File: src/rtl/bips_params.svh
// Constants for the backend input stage, statistics monitor and prescaler.
// Assumes one ref_clk domain and the byte-wide host register port.
//
// What this block does
// RULE_01 - MAC result shifts right up to 8 with rounding, or left up to 8.
// RULE_02 - Adder adds shifted value and rounding to cascade input or zero.
// RULE_03 - 22-bit signed sum flags positive or negative overflow.
// RULE_04 - Two-bit field picks none, full-wave or half-wave rectification.
// RULE_05 - Overflow flags travel with each result sample.
// RULE_06 - Monitor observes the result bus and never alters it.
// RULE_07 - Two control bits choose one of four monitor functions.
// RULE_08 - Overshoot counts samples above threshold, and positive overflows.
// RULE_09 - Event counter saturates at 3fffff.
// RULE_10 - Undershoot counts samples below threshold, and negative overflows.
// RULE_11 - Capture loads each new extreme and increments the counter.
// RULE_12 - Overflowed samples never load the threshold.
// RULE_13 - Threshold bits 22 and 23 stick on positive and negative overflow.
// RULE_14 - Threshold copy write clears both sticky flags.
// RULE_15 - Copy write moves buffer into threshold register.
// RULE_16 - Copy read snapshots threshold register into buffer.
// RULE_17 - Counter uses the same two-step copy at its own location.
// RULE_18 - Copies work any cycle without stalling data.
// RULE_19 - Result bus shifts right 0 to 16; low byte is table address.
// RULE_20 - Signed address: fault if bits above byte differ from its top bit.
// RULE_21 - Unsigned address: fault if bits above byte set; negative underselects.
// RULE_22 - Address leaves with faults and overflow flags of its sample.
// RULE_23 - After reset the monitor is in minimum capture.
// RULE_24 - Encodings are named constants; rectifier code 00 means none.
// RULE_25 - Each stage registers once per clock, flags aligned with data.
`ifndef BIPS_PARAMS_SVH
`define BIPS_PARAMS_SVH

`define BIPS_ADR_IN_CTRL 9'h0a0
`define BIPS_ADR_MON_CTRL 9'h0a1
`define BIPS_ADR_PRE_CTRL 9'h0a2
`define BIPS_ADR_SYS_CTRL 9'h0a3
`define BIPS_ADR_THR_COPY 9'h0b4
`define BIPS_ADR_THR_BUF 9'h0b5
`define BIPS_ADR_CNT_COPY 9'h0bc
`define BIPS_ADR_CNT_BUF 9'h0bd
`define BIPS_CASC_ZERO_BIT 0
`define BIPS_SHIFT_MSB 5
`define BIPS_SHIFT_LSB 1
`define BIPS_RECT_MSB 7
`define BIPS_RECT_LSB 6
`define BIPS_MON_MAX_BIT 0
`define BIPS_MON_STATIC_BIT 1
`define BIPS_PRE_AMT_MSB 4
`define BIPS_UNSIGNED_ADDR_BIT 6
`define BIPS_POS_STICKY_BIT 22
`define BIPS_NEG_STICKY_BIT 23
`define BIPS_SHIFT_MAX 5'h08
`define BIPS_PRE_MAX 5'h10
`define BIPS_RECT_NONE 2'h0
`define BIPS_RECT_FULL 2'h1
`define BIPS_RECT_HALF 2'h2
`define BIPS_CNT_MAX 22'h3fffff
`define BIPS_CTRL_RESET 8'h00

`endif

File: src/rtl/bips_pkg.sv
// Types shared by the backend input and monitor logic.
// Assumes the constants header is compiled alongside.
package bips_pkg;

    // Monitor function, one-hot
    typedef enum logic [3:0] {
        BIPS_MON_MIN = 4'b0001,
        BIPS_MON_MAX = 4'b0010,
        BIPS_MON_UNDER = 4'b0100,
        BIPS_MON_OVER = 4'b1000
    } bips_mon_fn_t;

    typedef logic [21:0] bips_word_t;

endpackage

File: src/rtl/bips_input_stage.sv
// Scaling shifter, cascade adder and rectifier: two register stages.
// Assumes controls are static or change between samples.
`include "bips_params.svh"

module bips_input_stage
    import bips_pkg::*;
#(
    parameter int W = 22
)
(
    // Clock and reset
    input wire logic ref_clk,
    input wire logic resetn,
    input wire logic clk_en,
    // Operands
    input wire logic [W-1:0] mac_word,
    input wire logic [W-1:0] cascade_in,
    // Controls
    input wire logic [4:0] shift_code,
    input wire logic cascade_zero,
    input wire logic [1:0] rect_sel,
    // Result
    output logic [W-1:0] result_bus,
    output logic pos_ovf,
    output logic neg_ovf
);

    generate
        if (W < 9)
        begin
            $error("bips_input_stage: W too small");
        end
    endgenerate

    logic [4:0] mag;
    logic [3:0] amt;
    logic right;
    logic [W-1:0] shifted;
    logic [W-1:0] rnd_vec;
    logic rnd;
    logic [W-1:0] addend;
    logic [W:0] sum_ext;
    logic [W-1:0] sum_reg;
    logic sum_pos_reg;
    logic sum_neg_reg;
    logic sum_neg_sign;

    // Code is two's complement: positive shifts right, beyond 8 clamps
    always_comb
    begin
        right = !shift_code[4];
        mag = right ? shift_code : 5'(-shift_code);
        amt = (mag > `BIPS_SHIFT_MAX) ? 4'(`BIPS_SHIFT_MAX) : mag[3:0];
        shifted = right ? W'($signed(mac_word) >>> amt) : W'(mac_word << amt); // RULE_01
        rnd_vec = mac_word >> (amt - 4'h1);
        rnd = right && (amt != 4'h0) && rnd_vec[0]; // RULE_01
        addend = cascade_zero ? '0 : cascade_in; // RULE_02
        sum_ext = {shifted[W-1], shifted} + {addend[W-1], addend}
            + {{W{1'b0}}, rnd}; // RULE_02
    end

    always_ff @(posedge ref_clk or negedge resetn)
    begin
        if (!resetn)
        begin
            sum_reg <= '0;
            sum_pos_reg <= 1'b0;
            sum_neg_reg <= 1'b0;
        end
        else if (clk_en)
        begin
            sum_reg <= sum_ext[W-1:0]; // RULE_25
            sum_pos_reg <= (sum_ext[W:W-1] == 2'b01); // RULE_03
            sum_neg_reg <= (sum_ext[W:W-1] == 2'b10); // RULE_03
        end
    end

    assign sum_neg_sign = sum_reg[W-1];

    // Full wave of the most negative value saturates to the largest positive
    always_ff @(posedge ref_clk or negedge resetn)
    begin
        if (!resetn)
        begin
            result_bus <= '0;
            pos_ovf <= 1'b0;
            neg_ovf <= 1'b0;
        end
        else if (clk_en)
        begin
            case (rect_sel) // RULE_04 RULE_24
                `BIPS_RECT_FULL:
                    if (sum_neg_sign)
                        result_bus <= (sum_reg == {1'b1, {(W-1){1'b0}}})
                            ? {1'b0, {(W-1){1'b1}}} : W'(-sum_reg);
                    else
                        result_bus <= sum_reg;
                `BIPS_RECT_HALF:
                    result_bus <= sum_neg_sign ? '0 : sum_reg;
                default:
                    result_bus <= sum_reg;
            endcase
            pos_ovf <= sum_pos_reg; // RULE_05
            neg_ovf <= sum_neg_reg; // RULE_05
        end
    end

endmodule

File: src/rtl/bips_backend_input.sv
// Backend front half: input stage, statistics monitor, prescaler and
// select detector, with the byte-wide host register port.
// Assumes host accesses and data are synchronous to ref_clk.
`include "bips_params.svh"

module bips_backend_input
    import bips_pkg::*;
#(
    parameter int MAC_W = 22,
    parameter int ADR_W = 9
)
(
    // Clock, reset, enable
    input wire logic ref_clk,
    input wire logic resetn,
    input wire logic clk_en,

    // Data in
    input wire logic [MAC_W-1:0] mac_result,
    input wire logic [21:0] cascade_in,

    // Host register port
    input wire logic host_sel,
    input wire logic host_write,
    input wire logic [ADR_W-1:0] host_addr,
    input wire logic [7:0] host_wdata,
    output logic [7:0] host_rdata,

    // Result bus to the transformation logic
    output logic [21:0] result_bus,
    output logic result_pos_ovf,
    output logic result_neg_ovf,

    // Table address with its flags
    output logic [7:0] table_addr,
    output logic addr_over_select,
    output logic addr_under_select,
    output logic addr_pos_ovf,
    output logic addr_neg_ovf
);

    // ------
    // Elaboration checks
    // ------

    generate
        if (MAC_W < 1 || MAC_W > 22)
            $error("bips_backend_input: MAC_W must be 1 to 22");
        if (ADR_W < 9)
            $error("bips_backend_input: ADR_W must be at least 9");
    endgenerate

    // ------
    // Helpers
    // ------

    function automatic logic [23:0] put_byte(input logic [23:0] old, input logic [1:0] idx,
        input logic [7:0] b);
        logic [23:0] r;
        r = old;
        case (idx)
            2'h0: r[7:0] = b;
            2'h1: r[15:8] = b;
            2'h2: r[23:16] = b;
            default: r = old;
        endcase
        return r;
    endfunction

    function automatic logic [7:0] get_byte(input logic [23:0] w, input logic [1:0] idx);
        logic [7:0] r;
        case (idx)
            2'h0: r = w[7:0];
            2'h1: r = w[15:8];
            2'h2: r = w[23:16];
            default: r = 8'h00;
        endcase
        return r;
    endfunction

    function automatic bips_mon_fn_t mon_decode(input logic [7:0] ctrl);
        bips_mon_fn_t f;
        case ({ctrl[`BIPS_MON_STATIC_BIT], ctrl[`BIPS_MON_MAX_BIT]}) // RULE_07 RULE_24
            2'b00: f = BIPS_MON_MIN;
            2'b01: f = BIPS_MON_MAX;
            2'b10: f = BIPS_MON_UNDER;
            2'b11: f = BIPS_MON_OVER;
            default: f = BIPS_MON_MIN;
        endcase
        return f;
    endfunction

    // ------
    // Host access decode
    // ------

    logic acc;
    logic wr;
    logic rd;
    logic [ADR_W-1:0] a;
    logic [1:0] thr_idx;
    logic [1:0] cnt_idx;
    logic thr_buf_hit;
    logic cnt_buf_hit;
    logic thr_copy_wr;
    logic thr_copy_rd;
    logic cnt_copy_wr;
    logic cnt_copy_rd;

    // A request is one cycle of host_sel; reads and writes never stall
    assign acc = clk_en && host_sel;
    assign wr = acc && host_write;
    assign rd = acc && !host_write;
    assign a = host_addr;
    assign thr_idx = 2'(a - ADR_W'(`BIPS_ADR_THR_BUF));
    assign cnt_idx = 2'(a - ADR_W'(`BIPS_ADR_CNT_BUF));
    assign thr_buf_hit = (a >= ADR_W'(`BIPS_ADR_THR_BUF))
        && (a < ADR_W'(`BIPS_ADR_THR_BUF) + ADR_W'(3));
    assign cnt_buf_hit = (a >= ADR_W'(`BIPS_ADR_CNT_BUF))
        && (a < ADR_W'(`BIPS_ADR_CNT_BUF) + ADR_W'(3));
    assign thr_copy_wr = wr && (a == ADR_W'(`BIPS_ADR_THR_COPY)); // RULE_15
    assign thr_copy_rd = rd && (a == ADR_W'(`BIPS_ADR_THR_COPY)); // RULE_16
    assign cnt_copy_wr = wr && (a == ADR_W'(`BIPS_ADR_CNT_COPY)); // RULE_17
    assign cnt_copy_rd = rd && (a == ADR_W'(`BIPS_ADR_CNT_COPY)); // RULE_17

    // ------
    // Control registers
    // ------

    logic [7:0] input_stage_control_reg;
    logic [7:0] monitor_control_reg;
    logic [7:0] prescale_control_reg;
    logic [7:0] system_control_reg;

    always_ff @(posedge ref_clk or negedge resetn)
    begin
        if (!resetn)
        begin
            input_stage_control_reg <= `BIPS_CTRL_RESET;
            monitor_control_reg <= `BIPS_CTRL_RESET; // RULE_23
            prescale_control_reg <= `BIPS_CTRL_RESET;
            system_control_reg <= `BIPS_CTRL_RESET;
        end
        else if (wr)
        begin
            if (a == ADR_W'(`BIPS_ADR_IN_CTRL))
                input_stage_control_reg <= host_wdata;
            if (a == ADR_W'(`BIPS_ADR_MON_CTRL))
                monitor_control_reg <= host_wdata;
            if (a == ADR_W'(`BIPS_ADR_PRE_CTRL))
                prescale_control_reg <= host_wdata;
            if (a == ADR_W'(`BIPS_ADR_SYS_CTRL))
                system_control_reg <= host_wdata;
        end
    end

    // ------
    // Input stage
    // ------

    logic [21:0] mac_ext;
    logic [21:0] x_bus;
    logic x_pos;
    logic x_neg;

    assign mac_ext = 22'($signed(mac_result));

    bips_input_stage #(
        .W(22)
    ) u_input (
        .ref_clk(ref_clk),
        .resetn(resetn),
        .clk_en(clk_en),
        .mac_word(mac_ext),
        .cascade_in(cascade_in),
        .shift_code(input_stage_control_reg[`BIPS_SHIFT_MSB:`BIPS_SHIFT_LSB]),
        .cascade_zero(input_stage_control_reg[`BIPS_CASC_ZERO_BIT]),
        .rect_sel(input_stage_control_reg[`BIPS_RECT_MSB:`BIPS_RECT_LSB]),
        .result_bus(x_bus),
        .pos_ovf(x_pos),
        .neg_ovf(x_neg)
    );

    // Monitor only observes x_bus; the outputs are the bus itself
    assign result_bus = x_bus; // RULE_06
    assign result_pos_ovf = x_pos; // RULE_05
    assign result_neg_ovf = x_neg; // RULE_05

    // ------
    // Statistics monitor
    // ------

    logic [23:0] threshold_register_reg;
    logic [23:0] threshold_buffer_reg;
    logic [21:0] event_counter_reg;
    logic [21:0] event_count_buffer_reg;
    bips_mon_fn_t mon_fn;
    logic x_gt;
    logic x_lt;
    logic mon_hit;
    logic mon_load;
    logic [21:0] thr_val;
    logic [23:0] cnt_buf_wide;

    assign mon_fn = mon_decode(monitor_control_reg);
    assign thr_val = threshold_register_reg[21:0];
    assign cnt_buf_wide = {2'b00, event_count_buffer_reg};

    // Overflowed samples compare by their true sign, not the wrapped value
    always_comb
    begin
        x_gt = x_pos || (!x_neg && ($signed(x_bus) > $signed(thr_val))); // RULE_08
        x_lt = x_neg || (!x_pos && ($signed(x_bus) < $signed(thr_val))); // RULE_10
        mon_hit = 1'b0;
        mon_load = 1'b0;
        case (mon_fn)
            BIPS_MON_MAX:
            begin
                mon_hit = x_gt && !x_pos && !x_neg; // RULE_11 RULE_12
                mon_load = mon_hit;
            end
            BIPS_MON_MIN:
            begin
                mon_hit = x_lt && !x_pos && !x_neg; // RULE_11 RULE_12
                mon_load = mon_hit;
            end
            BIPS_MON_OVER:
                mon_hit = x_gt; // RULE_08
            BIPS_MON_UNDER:
                mon_hit = x_lt; // RULE_10
            default:
                mon_hit = 1'b0;
        endcase
    end

    // Copy write beats a capture in the same cycle; a new overflow
    // still sets its sticky bit over the clear
    always_ff @(posedge ref_clk or negedge resetn)
    begin
        if (!resetn)
            threshold_register_reg <= '0;
        else if (clk_en)
        begin
            if (thr_copy_wr)
            begin
                threshold_register_reg[21:0] <= threshold_buffer_reg[21:0]; // RULE_15 RULE_18
                threshold_register_reg[`BIPS_POS_STICKY_BIT] <= x_pos; // RULE_14
                threshold_register_reg[`BIPS_NEG_STICKY_BIT] <= x_neg; // RULE_14
            end
            else
            begin
                if (mon_load)
                    threshold_register_reg[21:0] <= x_bus; // RULE_11
                if (x_pos)
                    threshold_register_reg[`BIPS_POS_STICKY_BIT] <= 1'b1; // RULE_13
                if (x_neg)
                    threshold_register_reg[`BIPS_NEG_STICKY_BIT] <= 1'b1; // RULE_13
            end
        end
    end

    always_ff @(posedge ref_clk or negedge resetn)
    begin
        if (!resetn)
            event_counter_reg <= '0;
        else if (clk_en)
        begin
            if (cnt_copy_wr)
                event_counter_reg <= event_count_buffer_reg; // RULE_17 RULE_18
            else if (mon_hit && event_counter_reg != `BIPS_CNT_MAX)
                event_counter_reg <= event_counter_reg + 22'h000001; // RULE_09
        end
    end

    always_ff @(posedge ref_clk or negedge resetn)
    begin
        if (!resetn)
            threshold_buffer_reg <= '0;
        else if (thr_copy_rd)
            threshold_buffer_reg <= threshold_register_reg; // RULE_16
        else if (wr && thr_buf_hit)
            threshold_buffer_reg <= put_byte(threshold_buffer_reg, thr_idx, host_wdata);
    end

    always_ff @(posedge ref_clk or negedge resetn)
    begin
        if (!resetn)
            event_count_buffer_reg <= '0;
        else if (cnt_copy_rd)
            event_count_buffer_reg <= event_counter_reg; // RULE_17
        else if (wr && cnt_buf_hit)
            event_count_buffer_reg <= 22'(put_byte(cnt_buf_wide, cnt_idx, host_wdata));
    end

    // ------
    // Host read data
    // ------

    // Copy locations read as zero; their effect is the snapshot
    always_ff @(posedge ref_clk or negedge resetn)
    begin
        if (!resetn)
            host_rdata <= 8'h00;
        else if (rd)
        begin
            if (a == ADR_W'(`BIPS_ADR_IN_CTRL))
                host_rdata <= input_stage_control_reg;
            else if (a == ADR_W'(`BIPS_ADR_MON_CTRL))
                host_rdata <= monitor_control_reg;
            else if (a == ADR_W'(`BIPS_ADR_PRE_CTRL))
                host_rdata <= prescale_control_reg;
            else if (a == ADR_W'(`BIPS_ADR_SYS_CTRL))
                host_rdata <= system_control_reg;
            else if (thr_buf_hit)
                host_rdata <= get_byte(threshold_buffer_reg, thr_idx);
            else if (cnt_buf_hit)
                host_rdata <= get_byte(cnt_buf_wide, cnt_idx);
            else
                host_rdata <= 8'h00;
        end
    end

    // ------
    // Prescaler and select detector
    // ------

    logic [4:0] pre_amt;
    logic [21:0] pre_shifted;
    logic sel_fault;
    logic unsigned_addr;

    // Amounts above 16 are clamped rather than refused
    always_comb
    begin
        pre_amt = prescale_control_reg[`BIPS_PRE_AMT_MSB:0];
        if (pre_amt > `BIPS_PRE_MAX)
            pre_amt = `BIPS_PRE_MAX;
        pre_shifted = 22'($signed(x_bus) >>> pre_amt); // RULE_19
        unsigned_addr = system_control_reg[`BIPS_UNSIGNED_ADDR_BIT];
        if (unsigned_addr)
            sel_fault = (pre_shifted[21:8] != 14'h0000); // RULE_21
        else
            sel_fault = (pre_shifted[21:8] != {14{pre_shifted[7]}}); // RULE_20
    end

    always_ff @(posedge ref_clk or negedge resetn)
    begin
        if (!resetn)
        begin
            table_addr <= 8'h00;
            addr_over_select <= 1'b0;
            addr_under_select <= 1'b0;
            addr_pos_ovf <= 1'b0;
            addr_neg_ovf <= 1'b0;
        end
        else if (clk_en)
        begin
            table_addr <= pre_shifted[7:0]; // RULE_19 RULE_25
            addr_over_select <= sel_fault && !x_bus[21]; // RULE_20 RULE_21
            addr_under_select <= sel_fault && x_bus[21]; // RULE_20 RULE_21
            addr_pos_ovf <= x_pos; // RULE_22
            addr_neg_ovf <= x_neg; // RULE_22
        end
    end

endmodule

File: config.mk
export PLATFORM = sky130hd
export DESIGN_NAME = bips_backend_input
export DESIGN_NICKNAME = d
export VERILOG_FILES = /design/src/rtl/bips_pkg.sv /design/src/rtl/bips_input_stage.sv /design/src/rtl/bips_backend_input.sv
export VERILOG_INCLUDE_DIRS = /design/src /design/src/rtl
export SDC_FILE = /design/constraint.sdc
export NUM_CORES = 1
export LEC_CHECK = 0
export BUFFER_PORTS_ARGS = -buffer_cell sky130_fd_sc_hd__buf_4
export CAP_MARGIN = 20
export CORE_MARGIN = 2
export CORE_UTILIZATION = 27
export CTS_CLUSTER_DIAMETER = 100
export DETAILED_ROUTE_END_ITERATION = 10
export PLACE_DENSITY = 0.42
export SLEW_MARGIN = 20
export SYNTH_ARGS = -nofsm -noshare
export SYNTH_HDL_FRONTEND = slang
export SYNTH_HIERARCHICAL = 1
export SYNTH_SLANG_ARGS = --single-unit
File: constraint.sdc
create_clock -name ref_clk -period 15.7 [get_ports ref_clk]
set_clock_uncertainty 0.2 [all_clocks]
set_input_delay 1.57 -clock ref_clk [delete_from_list [all_inputs] [get_ports ref_clk]]
set_output_delay 1.57 -clock ref_clk [all_outputs]
set_load 0.02 [all_outputs]
---- Word level (Yosys, flattened, before mapping) ----
Cells that the tools add are included.
word-level totals
  register bits ........................... 192
  bits of input ports ..................... 66
  output and inout port bits .............. 44
  word-level logic and storage cells ...... 167
operators by class
  $add $sub $neg .......................... 8
  magnitude comparators ................... 8
  eq/ne operators ......................... 24
  shifts and indexed selects .............. 4
  mux-type cells .......................... 37
  reduce and logical (&&, ||, !) cells .... 60
operators with widths
  kind                   count
  $mux 22                9
  $mux 8                 11
  $mux 24                3
  $eq 9x8->1 const B     6
  $pmux 8 s3             2
  $pmux 22 s2            1
  $reduce_and 2->1       14
  $reduce_bool 2->1      12
  $add 22x22->23         1
  $add 23x1->23          1
  $add 22x1->22 const B  1
  $eq 22x22->1 const B   1
  $gt 22x22->1           1
  $logic_and 1x1->1      22
  $lt 22x22->1           1
  $ne 22x22->1 const B   1
  $neg 22->22            1
  $shl 22x4->22          1
  $shr 22x4->1           1
  $sshr 22x4->22         1
  $sshr 22x5->22         1
  $mux 21                1
  $ge 9x8->1 const B     2
  $lt 9x8->1 const B     2
  24 further kinds       44

---- Logic depth before layout (Yosys ltp) ----
  word-level depth ........................ 9
  mapped depth ............................ 25
  mapped depth without buffers ............ 21

---- Cells and area by module ----
The synthesis kept the hierarchy.
by module, submodules not included
  module              instances  cells each  area an instance (um2)  seq. area each (um2)
  bips_backend_input  1          941         9076.2                  3603.5
  bips_input_stage    1          822         6224.7                  1201.2

---- Least setup slack after synthesis ----
Ideal clock, no wire load.
  path kind ............................... register to register
  start point ............................. reg input_stage_control_reg[1]
  end point ............................... reg u_input.sum_reg[18]
  setup time .............................. 0.125 ns
  data arrival time ....................... 5.154 ns
  data required time ...................... 15.375 ns
  path slack .............................. 10.221 ns
  cell stages (with the launch flop) ...... 25
  path buffers ............................ 4
  period minus slack after synthesis ...... 5.479 ns
  cells stage by stage .................... dfrtp_1 > clkbuf_1 > inv_1 > ha_1 > nor4_1 > o21bai_1 > a21oi_4 > inv_2 > buf_4 > buf_2 > buf_2 > ha_1 > inv_1 > nand2_1 > a21oi_1 > or3_1 > a221oi_1 > fa_1 > fa_1 > a21o_1 > a221oi_1 > o21ai_0 > a311oi_1 > xnor2_1 > mux2_2
between the ends
  cells in the longest elaborated chain, start to end .. 8
  elaborated cells between the ends (all ways) .. 14
  classes of those cells .................. 4 x add/sub; 1 x order compare; 3 x shift; 3 x mux; 3 x reduce/logical
RTL lines
  item                                                        RTL line                                        source
  start: declaration                                          bips_backend_input.sv:130                       logic [7:0] input_stage_control_reg;
  start signal: assignment                                    bips_backend_input.sv:139                       input_stage_control_reg <= `BIPS_CTRL_RESET;
  start signal: assignment                                    bips_backend_input.sv:147                       input_stage_control_reg <= host_wdata;
  $neg 5->5                                                   bips_input_stage.sv:52                          mag = right ? shift_code : 5'(-shift_code);
  $mux 5 *                                                    bips_input_stage.sv:52
  $gt 5x4->1 (no line)                                        --
  $mux 4 *                                                    bips_input_stage.sv:53                          amt = (mag > `BIPS_SHIFT_MAX) ? 4'(`BIPS_SHIFT_MAX) : mag[3:0];
  $sshr 22x4->22 (tied with other cells)                      bips_input_stage.sv:54                          shifted = right ? W'($signed(mac_word) >>> amt) : W'(mac_word << amt);
  $mux 22 (tied with other cells)                             bips_input_stage.sv:54
  $add 22x22->23 / $logic_and 1x1->1 (equally long branches)  bips_input_stage.sv:58, bips_input_stage.sv:56
  $add 23x1->23 *                                             bips_input_stage.sv:59                          + {{W{1'b0}}, rnd};
  end signal: assignment                                      bips_input_stage.sv:72                          sum_reg <= sum_ext[W-1:0];
  end: declaration                                            bips_input_stage.sv:43                          logic [W-1:0] sum_reg;
Every way passes the cells marked *; elsewhere a longest branch is shown, timed or not.
A chain may end at the register's enable or synchronous reset.

---- Worst setup path in the final report ----
Ends and elaborated chain as after synthesis.

==> flow_metrics.py <==
metrics = {
    "place": {
        "post-dp-hpwl_mm": 41.58,
        "port_buffers": 109,
        "gpl.final_weighted_congestion": 0.8785,
    },
    "power": {
        "report.power.total_w": 0.001643,
        "leakage_nw": 7.810,
        "power_per_cell_area_nw_per_um2": 94.56,
        "vdd_ir_max_mv": 0.06956,
    },
    "grt": {
        "pin_count_of_the_biggest_net_entering_global_routing": 82,
        "grt_antenna_before_repair": 0,
        "grt_pass1_wl_mm": 88.34,
        "via_count_of_the_first_global_routing_pass": 13970,
        "overall_overflow_remaining_after_global_route": 0,
        "total_routing_usage_gr": 0.1932,
    },
    "synth": {
        "synthDistinctLibCells": 82,
        "ys_dominant_reg_cell": "sky130_fd_sc_hd__dfrtp_1",
        "synth-edff-count": 0,
        "synth_top_cell_by_area": "sky130_fd_sc_hd__dfrtp_1",
        "synth.ff_latch_count": 192,
        "synthTopCellsByArea": "sky130_fd_sc_hd__dfrtp_1 (31%), sky130_fd_sc_hd__mux2i_1 (11%), sky130_fd_sc_hd__mux2_2 (5.5%), sky130_fd_sc_hd__a21oi_1 (4.5%), sky130_fd_sc_hd__ha_1 (4.0%)",
        "synth-warning-count": 6,
        "mappedNetlistArea_um2": 15300,
        "synth.top_cell.area_share": 0.3140,
        "synthesis.instances": 1763,
        "mappedNetlistNets": 1880,
        "synth.yosys.seq_area_share": 0.3140,
        "syn-mean-instance-area_um2": 8.679,
        "async_reset_ff_frac": 1.000,
    },
    "worst_setup_path": {
        "critPathLaunchType": "register",
        "worstPathMaxFanout": 37,
        "worst_r2r_startpoint": "input_stage_control_reg[1]$_DFFE_PN0P_",
        "worst-r2r-cell-count": 19,
        "critical_path.reg2reg.endpoint": "u_input/sum_reg[18]$_DFFE_PN0P_",
        "critPathKind": "register to register",
        "critical_path.endpoint_type": "register",
        "worst_ep_required_time_ps": 15850,
        "reg2reg_setup_slack_ps": 9120,
        "arrival_ps": 6730,
    },
    "cells_and_area": {
        "layout-drive-gt1-share": 0.1705,
        "area_growth_syn_to_layout_pct": 13.56,
        "finish.net_count": 1910,
    },
    "worst_hold_path": {
        "holdPathEnd": "host_rdata[3]$_DFFE_PN0P_",
        "holdCritStartpoint": "host_rdata[3]$_DFFE_PN0P_",
        "hold_depth": 2,
        "hold_path.class": "register to register",
    },
    "clock_network": {
        "cts_buffers": 17,
        "cts.htree.levels": 4,
        "clock-sinks": 192,
        "clockBufferDepth": 2,
        "clk_latency_ps": 470,
        "cts.repair.resized": 0,
        "root_buffer": "sky130_fd_sc_hd__clkbuf_16",
        "clk_transition_reported_paths_ps": 80,
        "cts_hold_fix_bufs": 0,
        "tritoncts_clock_tree": "done",
        "cts.repair_timing.setup_buffer_count": 0,
    },
    "die": {
        "fp.dieArea_um2": 58590,
        "core_region_area_um2": 56170,
        "die-width_um": 242.1,
        "die_y_extent_um": 242.1,
        "fp-row-count": 87,
        "floorplan.io_pins": 110,
        "starting_density_of_the_core": 0.2724,
    },
    "route": {
        "drt_pass1_iterations": 5,
        "post-route-drc-count": 0,
        "detail_route_antenna_nets": 0,
        "drt_iter0_drc": 1081,
        "vias_per_cell": 5.558,
        "detail_route.wirelength_mm": 57.49,
        "detail_route.wl_per_cell_um": 22.43,
        "vias": 14240,
    },
    "timing": {
        "finalCriticalPeriod_ps": 6581,
        "report.final.slew_viol_count": 0,
        "timing_hold_violations_final": 0,
        "max-slew-margin-rel": 0.3043,
        "fin_tns_setup_ps": 0,
        "setup_viol": 0,
        "final_min_period_over_clock_period": 0.4192,
        "rsz0062_at_grt": "false",
        "worst-slew-pin-transition_ps": 1039,
        "fmax_mhz": 151.9,
    },
    "outcome": {
        "status": "finished clean",
    },
    "job": {
        "maxCapViolCount": 0,
    },
}
worst max-delay path, stage by stage (launching register included):
cell and delay [ps]:
sky130_fd_sc_hd__dfrtp_1 480, sky130_fd_sc_hd__inv_1 130, sky130_fd_sc_hd__ha_1 310, sky130_fd_sc_hd__nor2b_1 180, sky130_fd_sc_hd__o211a_1 150, sky130_fd_sc_hd__buf_4 400, sky130_fd_sc_hd__clkinv_2 690, sky130_fd_sc_hd__mux2i_1 460
sky130_fd_sc_hd__mux2i_1 110, sky130_fd_sc_hd__o2bb2ai_1 200, sky130_fd_sc_hd__a311oi_1 90, sky130_fd_sc_hd__o32a_1 250, sky130_fd_sc_hd__fa_1 490, sky130_fd_sc_hd__fa_1 430, sky130_fd_sc_hd__a21o_1 220, sky130_fd_sc_hd__a221oi_1 530
sky130_fd_sc_hd__o21ai_0 330, sky130_fd_sc_hd__a311oi_1 390, sky130_fd_sc_hd__xnor2_1 100, sky130_fd_sc_hd__mux2_2 260
cell type report:
cell class	count	area (um2)
clock buffer	17	425.4
sequential	192	4805
antenna	1	2.502
tap	756	945.9
multi-input combinational	1385	9741
timing repair buffer	136	1027
fill	6046	38790
clock inverter	15	198.9
inverter	61	230.2
stage by stage:
stage / area [um2] / setup WS, ps / hold WS (ps) / instances / utilization
3_3_place_gp: 16750 / 9299 / 269.8 / 2530 / 0.2981
3_5_place_dp: 16750 / 9229 / 279.8 / 2530 / 0.2981
5_1_grt: 17370 / 8707 / 317.5 / 2562 / 0.3093
6_report: 17380 / 9119 / 291.5 / 2563 / 0.3093
2_1_floorplan: 15300 / 10220 / 257.6 / 1763 / -
4_1_cts: 17370 / 9204 / 298.7 / 2562 / 0.3093
layout by cell type (no fill, tap or decap), drive strengths merged, types with 36 or more instances in the layout:
cell type	count
dfrtp	192
mux2	75
mux2i	165
nor2	138
nand3	42
inv	66
nor2b	36
a21oi	139
nand2	156
buf	135
o21ai	114
ha	49
cells in the mapped netlist, types with 15 or more instances:
cell type / number
sky130_fd_sc_hd__a211oi_1: 30
sky130_fd_sc_hd__a21o_1: 23
sky130_fd_sc_hd__a21oi_1: 138
sky130_fd_sc_hd__a221oi_1: 16
sky130_fd_sc_hd__a31oi_1: 33
sky130_fd_sc_hd__and3_1: 25
sky130_fd_sc_hd__buf_2: 23
sky130_fd_sc_hd__clkbuf_1: 89
sky130_fd_sc_hd__dfrtp_1: 192
sky130_fd_sc_hd__ha_1: 49
sky130_fd_sc_hd__inv_1: 57
sky130_fd_sc_hd__mux2_2: 75
sky130_fd_sc_hd__mux2i_1: 165
sky130_fd_sc_hd__nand2_1: 156
sky130_fd_sc_hd__nand2b_1: 19
sky130_fd_sc_hd__nand3_1: 42
sky130_fd_sc_hd__nand4_1: 23
sky130_fd_sc_hd__nor2_1: 136
sky130_fd_sc_hd__nor2b_1: 36
sky130_fd_sc_hd__nor3_1: 25
sky130_fd_sc_hd__o211ai_1: 15
sky130_fd_sc_hd__o21ai_0: 113
sky130_fd_sc_hd__o221a_1: 20
sky130_fd_sc_hd__or2_2: 27
worst max-delay path by stage:
stage                                                 startpoint                              end  slack [ps]  depth (start not counted)
after floorplan           input_stage_control_reg[1]$_DFFE_PN0P_  u_input/sum_reg[18]$_DFFE_PN0P_       10220                         24
after global placement    input_stage_control_reg[5]$_DFFE_PN0P_  u_input/sum_reg[18]$_DFFE_PN0P_        9300                         19
after detailed placement  input_stage_control_reg[1]$_DFFE_PN0P_  u_input/sum_reg[18]$_DFFE_PN0P_        9230                         19
after CTS                 input_stage_control_reg[1]$_DFFE_PN0P_  u_input/sum_reg[18]$_DFFE_PN0P_        9200                         22
after global routing      input_stage_control_reg[1]$_DFFE_PN0P_  u_input/sum_reg[18]$_DFFE_PN0P_        8710                         22
final                     input_stage_control_reg[1]$_DFFE_PN0P_  u_input/sum_reg[18]$_DFFE_PN0P_        9120                         19
power breakdown:
part	leakage, nW	total (W)	internal (W)	switching (W)
registers	2.39	0.000663	0.000561	0.000102
clock network	0.297	0.000482	0.000256	0.000225
logic	5.13	0.000499	0.000219	0.000280
logic make-up after synthesis:
| group | count (synthesis) | synth area share |
|---|---|---|
| buf+inv | 186 | 0.04955 |
| mux | 254 | 0.1837 |
| fa+ha+maj | 51 | 0.04269 |
| xor+xnor | 25 | 0.01431 |
| simple gates | 546 | 0.1755 |
| flops | 192 | 0.3140 |
| compound gates | 509 | 0.2202 |
metal layers:
layer | GRT usage | part of all wire | wire length [um]
met5 | 0 | 0 | 0
met4 | 0.04938 | 0.017 | 949
met3 | 0.02127 | 0.040 | 2319
met2 | 0.3165 | 0.47 | 27030
met1 | 0.2705 | 0.47 | 27190
Power figures use the tool's default switching activity.
